===== config.mk =====
export PLATFORM = sky130hd
export DESIGN_NAME = reset_and_wakeup_sequencer
export DESIGN_NICKNAME = d
export VERILOG_FILES = /design/src/verilog/reset_and_wakeup_sequencer.v
export VERILOG_INCLUDE_DIRS = /design/src /design/src/verilog
export SDC_FILE = /design/constraint.sdc
export NUM_CORES = 1
export LEC_CHECK = 0
export BUFFER_PORTS_ARGS = -buffer_cell sky130_fd_sc_hd__buf_2
export CAP_MARGIN = 20
export CORE_ASPECT_RATIO = 1.2
export CORE_MARGIN = 2
export CORE_UTILIZATION = 39
export DETAILED_ROUTE_END_ITERATION = 8
export GPL_TIMING_DRIVEN = 0
export SYNTH_ARGS = -nofsm -noshare
export SYNTH_HDL_FRONTEND = slang
export SYNTH_SLANG_ARGS = --single-unit

===== constraint.sdc =====
create_clock -name clk -period 5.9 [get_ports clk]
set_clock_uncertainty 0.15 [all_clocks]
set_input_delay 0 -clock clk [delete_from_list [all_inputs] [get_ports clk]]
set_output_delay 0 -clock clk [all_outputs]
set_load 0.05 [all_outputs]

===== src/verilog/reset_sequencer_defs.vh =====
// constants for the reset and wake-up sequencer
// assumes a 40 MHz system clock; command words arrive already deserialised
`ifndef RESET_SEQUENCER_DEFS_VH
`define RESET_SEQUENCER_DEFS_VH

`define CLK_HZ              40000000
`define POR_TIME_MS         150
`define POR_CYCLES          ((`CLK_HZ / 1000) * `POR_TIME_MS)
`define DEBOUNCE_TIME_US    1000
`define DEBOUNCE_CYCLES     ((`CLK_HZ / 1000000) * `DEBOUNCE_TIME_US)
`define SW_RESET_WORD       16'hff00
`define BATT_CMD_MASK       16'hff00
`define BATT_CMD_CODE       16'hc200
`define NORMAL_MODE_BIT     6
`define SERVICE_CYCLES      4

`endif


===== src/verilog/reset_and_wakeup_sequencer.v =====
// reset-source handling and oscillator gating for event servicing
// assumes all inputs are synchronous to clk; porTrigger models the analog
// power-on detector and glitchDetect the supply transient comparator
`include "reset_sequencer_defs.vh"

module reset_and_wakeup_sequencer #(
    parameter NUM_BUTTONS   = 4,
    parameter POR_COUNT     = `POR_CYCLES,
    parameter DEBOUNCE_COUNT = `DEBOUNCE_CYCLES
) (
    // clock and reset
    input  wire                   clk,
    input  wire                   rst,
    // analog reset sources
    input  wire                   porTrigger,
    input  wire                   glitchDetect,
    // command words and status reads from the serial interface
    input  wire                   cmdValid,
    input  wire [15:0]            cmdWord,
    input  wire                   statusRead,
    // wake sources
    input  wire [NUM_BUTTONS-1:0] push_button_input,
    input  wire                   timerWake,
    input  wire                   lowBatteryWake,
    // outputs
    output reg                    inReset,
    output reg                    cmdAccept,
    output reg                    sensitiveMode,
    output reg                    oscEnable,
    output wire [NUM_BUTTONS-1:0] buttonState,
    output reg                    wakePending,
    output reg                    wakeOverrun
);

    // ==========================================================
    // command decoding
    // ==========================================================
    // a word only counts when the interface is open for commands
    function cmdTaken;
        input valid;
        input accept;
        begin
            cmdTaken = valid && accept;
        end
    endfunction

    function isSwReset;
        input [15:0] word;
        begin
            isSwReset = (word == `SW_RESET_WORD);
        end
    endfunction

    function isBattCmd;
        input [15:0] word;
        begin
            isBattCmd = ((word & `BATT_CMD_MASK) == `BATT_CMD_CODE);
        end
    endfunction

    // ==========================================================
    // reset sources
    // ==========================================================
    wire swReset    = cmdTaken(cmdValid, cmdAccept) && isSwReset(cmdWord);
    wire glitchReq  = glitchDetect && sensitiveMode;
    wire resetReq   = porTrigger || glitchReq || swReset;

    reg [31:0] porCount;
    reg        resetHold;

    // hold the reset for the whole power-on window; a software reset
    // takes the same path so the two cannot differ
    always @(posedge clk or posedge rst) begin
        if (rst) begin
            porCount  <= 32'h0;
            resetHold <= 1'b1;
        end else if (resetReq) begin
            porCount  <= 32'h0;
            resetHold <= 1'b1;
        end else if (resetHold) begin
            if (porCount >= POR_COUNT - 1)
                resetHold <= 1'b0;
            else
                porCount <= porCount + 32'h1;
        end
    end

    // registered release so every configuration flop leaves reset together
    always @(posedge clk or posedge rst) begin
        if (rst) begin
            inReset   <= 1'b1;
            cmdAccept <= 1'b0;
        end else begin
            inReset   <= resetHold || resetReq;
            cmdAccept <= !(resetHold || resetReq);
        end
    end

    // ==========================================================
    // configuration
    // ==========================================================
    wire battCmd = cmdTaken(cmdValid, cmdAccept) && isBattCmd(cmdWord);

    always @(posedge clk or posedge rst) begin
        if (rst) begin
            sensitiveMode <= 1'b1;
        end else if (inReset) begin
            sensitiveMode <= 1'b1;
        end else if (battCmd) begin
            sensitiveMode <= !cmdWord[`NORMAL_MODE_BIT];
        end
    end

    // ==========================================================
    // push-button debounce
    // ==========================================================
    wire [NUM_BUTTONS-1:0] pressEv;
    wire [NUM_BUTTONS-1:0] releaseEv;

    genvar g;
    generate
        for (g = 0; g < NUM_BUTTONS; g = g + 1) begin : gDeb
            reg [31:0] cnt;
            reg        level;
            reg        changed;
            // one always block per button keeps a single driver for each output bit
            always @(posedge clk or posedge rst) begin
                if (rst) begin
                    cnt     <= 32'h0;
                    level   <= 1'b0;
                    changed <= 1'b0;
                end else if (inReset) begin
                    cnt     <= 32'h0;
                    level   <= 1'b0;
                    changed <= 1'b0;
                end else if (push_button_input[g] == level) begin
                    cnt     <= 32'h0;
                    changed <= 1'b0;
                end else if (cnt >= DEBOUNCE_COUNT - 1) begin
                    cnt     <= 32'h0;
                    level   <= push_button_input[g];
                    changed <= 1'b1;
                end else begin
                    cnt     <= cnt + 32'h1;
                    changed <= 1'b0;
                end
            end
            assign buttonState[g] = level;
            assign pressEv[g]     = changed && level;
            assign releaseEv[g]   = changed && !level;
        end
    endgenerate

    // ==========================================================
    // oscillator gating and event sequencing
    // ==========================================================
    localparam ST_IDLE    = 2'd0;
    localparam ST_SERVICE = 2'd1;
    localparam ST_HOLD    = 2'd2;

    wire wakeEv    = (|pressEv) || timerWake || lowBatteryWake;
    wire anyEvent  = wakeEv || (|releaseEv) || statusRead;

    reg [1:0] state;
    reg [1:0] next_state;
    reg [7:0] svcCount;

    always @* begin
        next_state = state;
        case (state)
            ST_IDLE: begin
                if (anyEvent)
                    next_state = ST_SERVICE;
            end
            ST_SERVICE: begin
                if (wakeOverrun || (wakePending && wakeEv && !statusRead))
                    next_state = ST_HOLD;
                else if (svcCount >= `SERVICE_CYCLES - 1 && !anyEvent)
                    next_state = ST_IDLE;
            end
            ST_HOLD: begin
                if (statusRead)
                    next_state = ST_SERVICE;
            end
            default: next_state = ST_IDLE;
        endcase
    end

    always @(posedge clk or posedge rst) begin
        if (rst) begin
            state       <= ST_IDLE;
            svcCount    <= 8'h0;
            oscEnable   <= 1'b1;
            wakePending <= 1'b0;
            wakeOverrun <= 1'b0;
        end else if (inReset) begin
            // power-on itself counts as a wake event needing service
            state       <= ST_SERVICE;
            svcCount    <= 8'h0;
            oscEnable   <= 1'b1;
            wakePending <= 1'b1;
            wakeOverrun <= 1'b0;
        end else begin
            state <= next_state;
            // events are served one after another: each restarts the window
            if (anyEvent || next_state != ST_SERVICE)
                svcCount <= 8'h0;
            else if (svcCount != 8'hff)
                svcCount <= svcCount + 8'h1;
            oscEnable <= (next_state != ST_IDLE);
            // set beats clear: a wake arriving with the read stays pending
            if (wakeEv)
                wakePending <= 1'b1;
            else if (statusRead)
                wakePending <= 1'b0;
            if (wakeEv && wakePending && !statusRead)
                wakeOverrun <= 1'b1;
            else if (statusRead)
                wakeOverrun <= 1'b0;
        end
    end

endmodule // reset_and_wakeup_sequencer


**Yosys cells after proc, flatten, opt, wreduce, memory -nomap -nowiden**

Cells that the tools add are included.

- Add/sub/neg operators: 6
- Magnitude comparators: 6
- Eq/ne operators: 15
- Muxes and demuxes: 59
- Reductions and logical operators: 50

Operator list:

| operator | number |
|---|---|
| 32-bit two-way mux | 15 |
| 32-bit by 1-bit adder with 32-bit output, second input constant | 5 |
| 32-bit by 16-bit >= comparator with 1-bit output, second input constant | 4 |
| 1-bit two-way mux | 35 |
| 32-bit by 23-bit >= comparator with 1-bit output, second input constant | 1 |
| 8-bit two-way mux | 3 |
| 16-bit equality test, second input constant | 1 |
| 1-bit logical AND | 15 |
| 2-bit nonzero test | 7 |
| 2-bit two-way mux | 5 |
| 2-bit inequality test, second input constant | 5 |
| 2-bit AND reduction | 5 |
| 1-bit logical OR | 9 |
| 3-bit nonzero test | 3 |
| 8-bit by 1-bit adder with 8-bit output, second input constant | 1 |
| 8-bit equality test, second input constant | 1 |
| 8-bit by 2-bit >= comparator with 1-bit output, second input constant | 1 |
| 1-bit logical NOT | 8 |
| 8-bit inequality test, second input constant | 1 |
| 4-bit OR reduction | 2 |
| 2-bit one-hot mux with 3 select lines | 1 |
| 1-bit equality test | 4 |
| 2-bit by 1-bit equality test with 1-bit output, second input constant | 1 |
| 2-bit equality test, second input constant | 1 |
| other kinds (2) | 2 |

- Bits in registers: 185
- Input port bits: 28
- Output and inout port bits: 10
- Logic and storage cells: 158

**Logic depth before layout (Yosys ltp)**

Gate-level depths: netlist of the first run.

- Depth in word-level cells: 15
- Depth in mapped cells: 9
- Mapped depth without buffers: 7

**Worst setup path after synthesis of the first run**

No wires, ideal clock.

- Path kind: flip-flop to flip-flop
- Start: register porCount[0]
- End: register porCount[13]
- Setup time: 0.078 ns
- Arrival time: 1.810 ns
- Required time: 5.672 ns
- Path slack: 3.862 ns
- Cell stages (with the launch flop): 9
- Buffers on the path: 1
- Period minus slack after synthesis: 2.038 ns
- Cell sequence: dfrtp_1 > ha_1 > nand3_1 > nor3_1 > o21ai_1 > a21oi_2 > buf_6 > or4_1 > a21oi_1

- Longest elaborated chain between the ends: 4
- Elaborated cells between the ends (all ways): 7
- Classes of those cells: add/sub (1); order compare (1); eq/ne (1); mux (3); reduce/logical (1)

RTL lines:

| what | RTL line | source |
|---|---|---|
| start, declared | reset_and_wakeup_sequencer.v:68 | `reg [31:0] porCount;` |
| start signal, assigned | reset_and_wakeup_sequencer.v:84 | `porCount <= porCount + 32'h1;` |
| 32-bit by 1-bit adder with 32-bit output | reset_and_wakeup_sequencer.v:84 |  |
| 32-bit two-way mux | reset_and_wakeup_sequencer.v:81 | `if (porCount >= POR_COUNT - 1)` |
| 32-bit two-way mux | reset_and_wakeup_sequencer.v:80 | `end else if (resetHold) begin` |
| 32-bit two-way mux | reset_and_wakeup_sequencer.v:77 | `end else if (resetReq) begin` |

Parallel ways exist; a longest one is shown, timed or not. The select of a mux whose other input is x is not followed.
A chain may end at the register's enable or synchronous reset.

**Final worst setup path of the first run**

- Start: register cmdAccept
- End: register sensitiveMode

- Longest elaborated chain between the ends: 3

RTL lines:

| what | RTL line | source |
|---|---|---|
| start, declared | reset_and_wakeup_sequencer.v:27 | `output reg cmdAccept,` |
| start signal, assigned | reset_and_wakeup_sequencer.v:95 | `cmdAccept <= !(resetHold \|\| resetReq);` |
| 1-bit logical AND | reset_and_wakeup_sequencer.v:43 | `cmdTaken = valid && accept;` |
| 1-bit logical AND | reset_and_wakeup_sequencer.v:102 | `wire battCmd = cmdTaken(cmdValid, cmdAccept) && isBattCmd(cmdWord);` |
| 2-bit nonzero test (no line) | n/a |  |
| end signal, assigned | reset_and_wakeup_sequencer.v:110 | `` sensitiveMode <= !cmdWord[`NORMAL_MODE_BIT]; `` |
| end, declared | reset_and_wakeup_sequencer.v:28 | `output reg sensitiveMode,` |

No other way between the ends.

==> flow_summary.yaml, run 1 <==
floorplanning:
  io_pins: 38
  dieArea_um2: 20100
  initial_core_util: 0.395
  die_h_um: 155
  fp.dieW_um: 130
  num_rows: 55
  core_area_um2: 18700
routing:
  wl_per_cell_um: 12.3
  viasPerCell: 4.66
  drt_iter0_drc: 240
  drtPass1Iterations: 4
  drt-total-wl_um: 13100
  postRouteAntennaNets: 0
  route.vias.total: 4982
  route.detailed.drc: 0
final_layout:
  area_growth_pct: 21.4
  drive_gt1_frac: 0.113
  fin_nets: 833
  fin_util: 0.480
  num_antenna_cells: 0
  fillers: 1776
sta:
  clock.fmax_mhz: 387
  tightest_slew_ps: 608
  hold_violations: 0
  final-setup-viol-count: 0
  worst_slack_ps: 3310
  relSlewSlack: 0.594
  fin_setup_tns_ps: 0
  slew_viol_final: 0
  finalCritPeriodShare: 0.438
  rsz0062_at_grt: "no"
  post-route-min-period_ps: 2590
clocking:
  path_clk_slew_ps: 70
  cts-resized-gates: 0
  cts_max_path_buffers: 2
  cts_setup_buffers: 0
  hold_buffers: 17
  root_buffer: "clkbuf_16"
  cts_tree: "built"
  clk_latency_ps: 420
  clkSinkCount: 185
  htree_num_levels: 4
  numCtsBuffers: 17
worst_setup_path:
  critPathLaunchType: "flop"
  path_max_fanout: 4
  ff2ff_path_depth: 6
  r2r_setup_slack_ps: 3310
  critPathTopFamily: "buffers and inverters"
  path_common_cell: "dlygate4sd3_1"
  endpoint_kind: "flop"
  required_ps: 6100
  criticalPathCategory: "flop to flop"
  cp_cell_sequence: "and3_1 -> nand3_1 -> o31a_1 -> dlygate4sd3_1 -> or3_1 -> dlygate4sd3_1"
  crit_arrival_ps: 2780
  reg2reg_to: "sensitiveMode$_DFFE_PP1P_"
  cp_num_buf_inv: 2
  cpPeakStageDelay_ps: 560
  slowest_stage: "dlygate4sd3_1"
  reg2reg_from: "cmdAccept$_DFF_PP0_"
power_and_ir_drop:
  power_switching_uw: 535
  intPower_mw: 1.99
  power.total_mw: 2.53
  p_leak_nw: 3.91
  clkPwrFrac: 0.459
  switching_share: 0.212
  power.density_nw_per_um2: 281
  pwr-share-seq: 0.515
  p_comb_frac: 0.026
  ir_drop_mv: 0.195
worst_hold_path:
  holdPathEnd: "inReset$_DFF_PP1_"
  holdPathStages: 4
  hold_class: "primary input to flop"
  min_from: "cmdWord[10]"
synthesis:
  synth.top_cells.by_area: "dfrtp_1 (61%), nor2_1 (4.8%), xor2_1 (4.0%)"
  synthMostInstantiatedCell: "dfrtp_1"
  yosysSeqAreaShare: 0.627
  synthDistinctLibCells: 54
  synthCells: 656
  netlist.top_cell.by_area: "dfrtp_1"
  ys_warn_count: 0
  netlist.area_leader.share: 0.613
  netlist_area_um2: 7390
  synth_edf_count: 0
  synthArstFlopShare: 1.00
  synthFlopType: "dfrtp_1"
  ys_seq_elements: 185
  syn_avg_cell_area_um2: 11.3
  synth_commonest_cells: "dfrtp_1 (181), nor2_1 (95), nand2_1 (47)"
global_routing:
  grt-ovfl-total: 0
  grt_antenna_before_repair: 0
  grt_pass1_vias: 4837
  grt_max_degree: 99
  grt_pass1_wl_um: 22500
  track_usage: 0.142
placed_design:
  gp_congestion: 0.777
  portBuffers: 37
  dp_hpwl_um: 8740
  place_ws_ps: 3470
status:
  outcome: "finished clean"
run:
  maxCapViolCount: 0
-- power groups by stage --
stage / Sequential [mW] / Combinational, mW / Clock (mW)
after floorplan: 1.32 / 0.0358 / 0
after global placement: 1.33 / 0.0569 / 0
after detailed placement: 1.32 / 0.0604 / 0
after CTS: 1.30 / 0.0672 / 1.20
after global routing: 1.30 / 0.0774 / 1.25
final: 1.30 / 0.0652 / 1.16
-- sequential cells by signal, indices dropped and copies added, names as in the netlist --
signal,cells
cmdAccept,1
gDeb.changed,4
gDeb.cnt,128
gDeb.level,4
inReset,1
oscEnable,1
porCount,32
resetHold,1
sensitiveMode,1
state,2
svcCount,8
wakeOverrun,1
wakePending,1
-- layout make-up --
cell class,count,area [um^2],share of cell area
Sequential cell,185,4630,0.516
Multi-Input combinational cell,514,2900,0.323
Clock buffer,21,480,0.0535
Timing Repair Buffer,55,383,0.0426
Tap cell,256,320,0.0357
Clock inverter,11,134,0.0149
Buffer,17,87.6,0.00976
Inverter,9,41.3,0.00460
-- worst max-delay path by stage --
stage | from | endpoint | slack (ps) | cells past startpoint
floorplan | rst | cmdAccept$_DFF_PP0_ | 730 | 1
global placement | rst | svcCount[5]$_DFFE_PP0P_ | -1270 | 2
detailed placement | gDeb[1].cnt[0]$_DFF_PP0_ | gDeb[1].cnt[11]$_DFF_PP0_ | 3470 | 8
CTS | cmdAccept$_DFF_PP0_ | sensitiveMode$_DFFE_PP1P_ | 3320 | 6
global route | porCount[0]$_DFFE_PP0P_ | porCount[5]$_DFFE_PP0P_ | 3200 | 9
finish | cmdAccept$_DFF_PP0_ | sensitiveMode$_DFFE_PP1P_ | 3310 | 6
-- per-stage QoR --
stage / cells / area, um^2 / hold slack (ps)
after CTS: 1068 / 8980 / 13.3
after floorplan: 725 / 7650 / -79.2
final: 1068 / 8980 / 2.16
after global placement: 1018 / 8160 / 87.4
after global routing: 1068 / 8980 / 57.3
after detailed placement: 1019 / 8190 / -0.760
-- logic make-up after synthesis --
family / Yosys count / share of synthesized area
simple gates: 306 / 0.211
flops: 185 / 0.627
compound gates: 67 / 0.0575
xor+xnor: 59 / 0.0699
buf+inv: 26 / 0.0164
fa+ha+maj: 6 / 0.0102
mux: 6 / 0.00812
other cells: 1 / 0.000507
-- cells in the final DEF (no fill, tap or decap), types with 5 or more instances in the layout --
cell | netlist | final
or4_1 | 7 | 7
nand2b_1 | 8 | 8
and2_1 | 14 | 14
nor2_1 | 95 | 95
buf_2 | 1 | 38
clkbuf_1 | 11 | 11
dlygate4sd3_1 | 0 | 17
nand3_1 | 37 | 37
conb_1 | 1 | 70
o31ai_1 | 5 | 5
clkbuf_16 | 0 | 17
nor4_1 | 23 | 23
nor3_1 | 12 | 12
or3_1 | 14 | 14
o21ai_0 | 13 | 13
a31oi_1 | 5 | 5
xnor2_1 | 25 | 25
and4_1 | 6 | 6
dfrtp_1 | 181 | 181
mux2i_1 | 6 | 6
inv_1 | 9 | 8
a21oi_1 | 23 | 23
xor2_1 | 34 | 34
nand2_1 | 47 | 47
and3_1 | 18 | 18
ha_1 | 6 | 6
nand4_1 | 11 | 11
-- routing by layer --
layer,wire [um],global-route usage,up-vias,share of wire
li1,-,-,2497,-
met1,6270,0.185,2401,0.48
met2,6240,0.229,68,0.48
met3,364,0.0325,16,0.028
met4,214,0.0553,0,0.016
met5,0,0,-,0
-- tightest hold or removal path, cell delays in order --
cell      delay [ps]
buf_2            100
nand4_1           90
o31a_1           260
nand2b_1         120
(Power assumes the default switching activity.)
==> run 2, diff against run 1 <==
clock period = 2.55 ns   (was 5.9 ns; I/O delays follow)
==> run 2 against run 1 <==
Net effect: core utilization rose by 0.60 points; clock power grew 130%; sequential cell count unchanged; global-route usage rose by 0.34 points; maximum frequency up 12%; clock-buffer cell count down 2; sequential power increased by 130%.
==> flow_summary.yaml, run 2 (synthesized netlist as in run 1, its figures left out) <==
sta:
  post-route-min-period_ps: 2300
  finalCritPeriodShare: 0.903
  rsz0062_at_grt: "no"
  clock.fmax_mhz: 434
  fin_setup_tns_ps: 0
  tightest_slew_ps: 686
  final-setup-viol-count: 0
  holdWs_ps: 40.6
  hold_violations: 0
  relSlewSlack: 0.541
  slew_viol_final: 0
routing:
  postRouteAntennaNets: 0
  viasPerCell: 4.63
  drt_iter0_drc: 190
  wl_per_cell_um: 12.2
  drtPass1Iterations: 4
  route.vias.total: 4966
  drt-total-wl_um: 13000
  route.detailed.drc: 0
worst_setup_path:
  criticalPathCategory: "flop to flop"
  endpoint_kind: "flop"
  slowest_stage: "dfstp_2"
  path_max_fanout: 19
  critPathLaunchType: "flop"
  crit_arrival_ps: 2500
  critPathTopFamily: "simple AND/OR/NAND/NOR gates"
  required_ps: 2740
  cpPeakStageDelay_ps: 540
  cp_cell_sequence: "nor4b_2 -> nand3_1 -> a31oi_2 -> a21oi_2 -> buf_6 -> or4_1 -> a21oi_1"
  cp_num_buf_inv: 1
clocking:
  clk_latency_ps: 430
  htree_num_levels: 4
  root_buffer: "clkbuf_16"
  clkSinkCount: 185
  path_clk_slew_ps: 70
  numCtsBuffers: 17
  cts_setup_buffers: 0
  cts_tree: "built"
  cts_max_path_buffers: 2
floorplanning:
  initial_core_util: 0.395
  io_pins: 38
  core_area_um2: 18700
  die_h_um: 155
  fp.dieW_um: 130
  dieArea_um2: 20100
  num_rows: 55
final_layout:
  regMostFlops: "gDeb.cnt"
  fin_nets: 838
  area_growth_pct: 22.9
  fillers: 1762
  layout_commonest_cell: "dfrtp_1"
  final_cell_mix: "dfrtp_1 (181), nor2_1 (95), conb_1 (70), nand2_1 (47), buf_2 (38)"
  multi_input_area_um2: 2920
  reg.largest.list: "gDeb.cnt (128), porCount (32), svcCount (8)"
  drive_gt1_frac: 0.121
  largest_reg_flops: 128
  regArea_um2: 4630
placed_design:
  dp_hpwl_um: 9170
  portBuffers: 37
  gp_congestion: 0.761
power_and_ir_drop:
  p_leak_nw: 3.94
  power.density_nw_per_um2: 647
  ir_drop_mv: 0.528
worst_hold_path:
  hold_class: "primary input to flop"
status:
  outcome: "finished clean"
global_routing:
  track_usage: 0.145
  grt_pass1_vias: 5014
  grt_max_degree: 39
  grt-ovfl-total: 0
  grt_antenna_before_repair: 1
  grt_pass1_wl_um: 23200
run:
  maxCapViolCount: 0
[run 2: power by group]
| part | switching [mW] | internal (mW) |
|---|---|---|
| clock | 1.10 | 1.60 |
| sequential | 0.0177 | 2.99 |
| combinational | 0.106 | 0.0630 |
| total | 1.23 | 4.66 |
[run 2: worst reg2reg max path: stages (launching register included)]
cell     delay (ps)
dfstp_2         540
nor4b_2         220
nand3_1         170
a31oi_2         240
a21oi_2          80
buf_6           170
or4_1           510
a21oi_1         150
[run 2: final cells by class]
class | count | area share
timing repair buffer | 61 | 0.0523
antenna | 1 | 0.000275
tap | 256 | 0.0352
inverter | 9 | 0.00413
sequential | 185 | 0.510
buffer | 16 | 0.00922
multi-input combinational | 514 | 0.321
clock buffer | 19 | 0.0498
clock inverter | 12 | 0.0178
[run 2: routing by layer]
metal / wire (um) / GRT usage / up-vias
met3: 404 / 0.0315 / 14
met1: 6000 / 0.185 / 2386
met2: 6400 / 0.241 / 62
met5: 0 / 0 / -
li1: - / - / 2504
met4: 233 / 0.0553 / 0
[run 2: worst paths after layout]
check / from / endpoint / slack (ps) / depth (start not counted)
worst max-delay path: resetHold$_DFF_PP1_ / porCount[13]$_DFFE_PP0P_ / 250 / 7
worst min-delay path: cmdWord[1] / inReset$_DFF_PP1_ / 40 / 5
worst max register to register: resetHold$_DFF_PP1_ / porCount[13]$_DFFE_PP0P_ / 250 / 7
worst min register to register: gDeb[3].cnt[0]$_DFF_PP0_ / gDeb[3].cnt[0]$_DFF_PP0_ / 340 / 1
max in group asynchronous: rst / oscEnable$_DFF_PP1_ / 1290 / 5
min in group asynchronous: rst / porCount[11]$_DFFE_PP0P_ / 60 / 3
[run 2: metrics by stage]
stage	worst slack (ps)	util	std cells	power [mW]	area (um^2)
3_5_place_dp	84.4	0.441	1023	3.22	8260
4_1_cts	62.7	0.484	1073	5.96	9070
3_3_place_gp	-1120	0.436	1018	3.20	8160
2_1_floorplan	24.7	-	725	3.15	7660
6_report	247	0.486	1073	5.88	9090
5_1_grt	22.2	0.486	1073	6.11	9090
[run 2: timing repair]
item                                    CTS  global route
hold buffers                             19             0
resized for setup                         0             4
hold endpoints to repair                124             0
endpoints found under the setup margin    0            46
==> run 3, diff against run 2 <==
CTS_BUF_LIST = sky130_fd_sc_hd__clkbuf_2 sky130_fd_sc_hd__clkbuf_4 sky130_fd_sc_hd__clkbuf_8   (was not set)
SETUP_SLACK_MARGIN = 0.2   (was not set)
==> run 3 against run 2 <==
Net effect: core utilization decreased by 0.19 points; critical path depth decreased by 2; highest routed layer unchanged; setup slack better by 53 ps.
==> flow_summary.yaml, run 3 (synthesized netlist as in run 1, its figures left out) <==
final_layout:
  fin_nets: 847
  reg.largest.list: "gDeb.cnt (128), porCount (32), svcCount (8)"
  final_cells: 1082
  drive_gt1_frac: 0.142
  layout_commonest_cell: "dfrtp_1"
  largest_reg_flops: 128
  area_growth_pct: 22.5
  design_area_um2: 9050
  regMostFlops: "gDeb.cnt"
  final_cell_mix: "dfrtp_1 (181), nor2_1 (94), conb_1 (70), nand2_1 (46), buf_2 (41)"
clocking:
  root_buffer: "clkbuf_8"
  htree_num_levels: 4
  path_clk_slew_ps: 100
  clk_latency_ps: 450
  clkSinkCount: 185
  numCtsBuffers: 17
  cts_tree: "built"
  cts_max_path_buffers: 2
worst_setup_path:
  endpoint_kind: "flop"
  r2r_setup_slack_ps: 300
  path_common_cell: "dlygate4sd3_1"
  criticalPathCategory: "flop to flop"
  path_max_fanout: 5
  required_ps: 2790
  cp_cell_sequence: "a21oi_1 -> dlygate4sd3_1 -> o31a_1 -> nand2b_1 -> dlygate4sd3_1"
  slowest_stage: "dlygate4sd3_1"
  crit_arrival_ps: 2490
  cpPeakStageDelay_ps: 570
  critPathTopFamily: "buffers and inverters"
  cp_num_buf_inv: 2
  critPathLaunchType: "flop"
floorplanning:
  io_pins: 38
  die_h_um: 155
  fp.dieW_um: 130
  initial_core_util: 0.395
  dieArea_um2: 20100
  num_rows: 55
  core_area_um2: 18700
placed_design:
  dp_hpwl_um: 9170
  place_ws_ps: 84.4
  portBuffers: 37
  post_dp_cell_area_um2: 8260
  gp_congestion: 0.761
  dp_cells: 1023
global_routing:
  grt_max_degree: 39
  grt-ovfl-total: 0
  track_usage: 0.144
  grt_pass1_vias: 5027
  grt_antenna_before_repair: 1
  grt_pass1_wl_um: 23000
run:
  maxCapViolCount: 0
sta:
  finalCritPeriodShare: 0.882
  worst_slack_ps: 300
  rsz0062_at_grt: "yes"
  clock.fmax_mhz: 444
  hold_violations: 0
  slew_viol_final: 0
  tightest_slew_ps: 677
  post-route-min-period_ps: 2250
  holdWs_ps: 29.6
  final-setup-viol-count: 0
  relSlewSlack: 0.548
power_and_ir_drop:
  p_leak_nw: 3.94
  ir_drop_mv: 0.327
  power.density_nw_per_um2: 577
routing:
  wl_per_cell_um: 12.1
  drt_iter0_drc: 209
  drt-total-wl_um: 13100
  route.detailed.drc: 0
  postRouteAntennaNets: 0
  route.vias.total: 5025
  viasPerCell: 4.64
  drtPass1Iterations: 4
worst_hold_path:
  hold_class: "primary input to asynchronous set/reset pin"
status:
  outcome: "finished clean"
-- run 3: through the flow --
| step | util | setup TNS, ps | power [mW] |
|---|---|---|---|
| after floorplan | - | 0 | 3.15 |
| after global placement | 0.436 | -201730 | 3.20 |
| after detailed placement | 0.441 | 0 | 3.22 |
| after CTS | 0.477 | 0 | 5.30 |
| after global routing | 0.484 | 0 | 5.45 |
| final | 0.484 | 0 | 5.23 |
-- run 3: per-layer routing --
layer	part of all wire	routed length, um	global-route usage	vias up
met2	0.49	6480	0.238	66
met1	0.46	6090	0.183	2426
met5	0	0	0	-
met4	0.015	197	0.0558	0
met3	0.028	369	0.0325	15
li1	-	-	-	2518
-- run 3: report_power, final --
| part | total (mW) | switching (mW) | internal [mW] |
|---|---|---|---|
| Combinational | 0.174 | 0.107 | 0.0674 |
| Clock | 2.05 | 1.02 | 1.03 |
| Sequential | 3.01 | 0.0174 | 2.99 |
-- run 3: area by class of cell --
cell class              count  area (um^2)
multi-input cells         514         3000
plain buffers              17         96.3
clock buffers              19          262
repair buffers             69          541
well taps                 256          320
clock inverters            12          161
fillers                  1761         9660
flip-flops and latches    185         4630
inverters                   9         37.5
diodes                      1         2.50
-- run 3: repair_timing --
item / in CTS / in global routing
hold endpoints to repair: 130 / 0
hold buffers: 22 / 0
buffers inserted: 0 / 4
setup endpoints to repair: 38 / 62
pin swaps: 0 / 2
gates resized for setup: 5 / 27
gates cloned: 0 / 1
-- run 3: final timing paths --
check / endpoint / startpoint / depth (start not counted)
setup / recovery: inReset$_DFF_PP1_ / sensitiveMode$_DFFE_PP1P_ / 5
hold / removal: porCount[11]$_DFFE_PP0P_ / rst / 3
setup reg to reg: inReset$_DFF_PP1_ / sensitiveMode$_DFFE_PP1P_ / 5
hold reg to reg: gDeb[0].cnt[0]$_DFF_PP0_ / gDeb[0].cnt[0]$_DFF_PP0_ / 1
max in group asynchronous: oscEnable$_DFF_PP1_ / rst / 5
min in group clk: porCount[30]$_DFFE_PP0P_ / cmdWord[1] / 5
-- run 3: worst register-to-register path, stage by stage, from the launching register on --
cell	delay, ps
dfstp_2	560
a21oi_1	60
dlygate4sd3_1	570
o31a_1	170
nand2b_1	120
dlygate4sd3_1	560
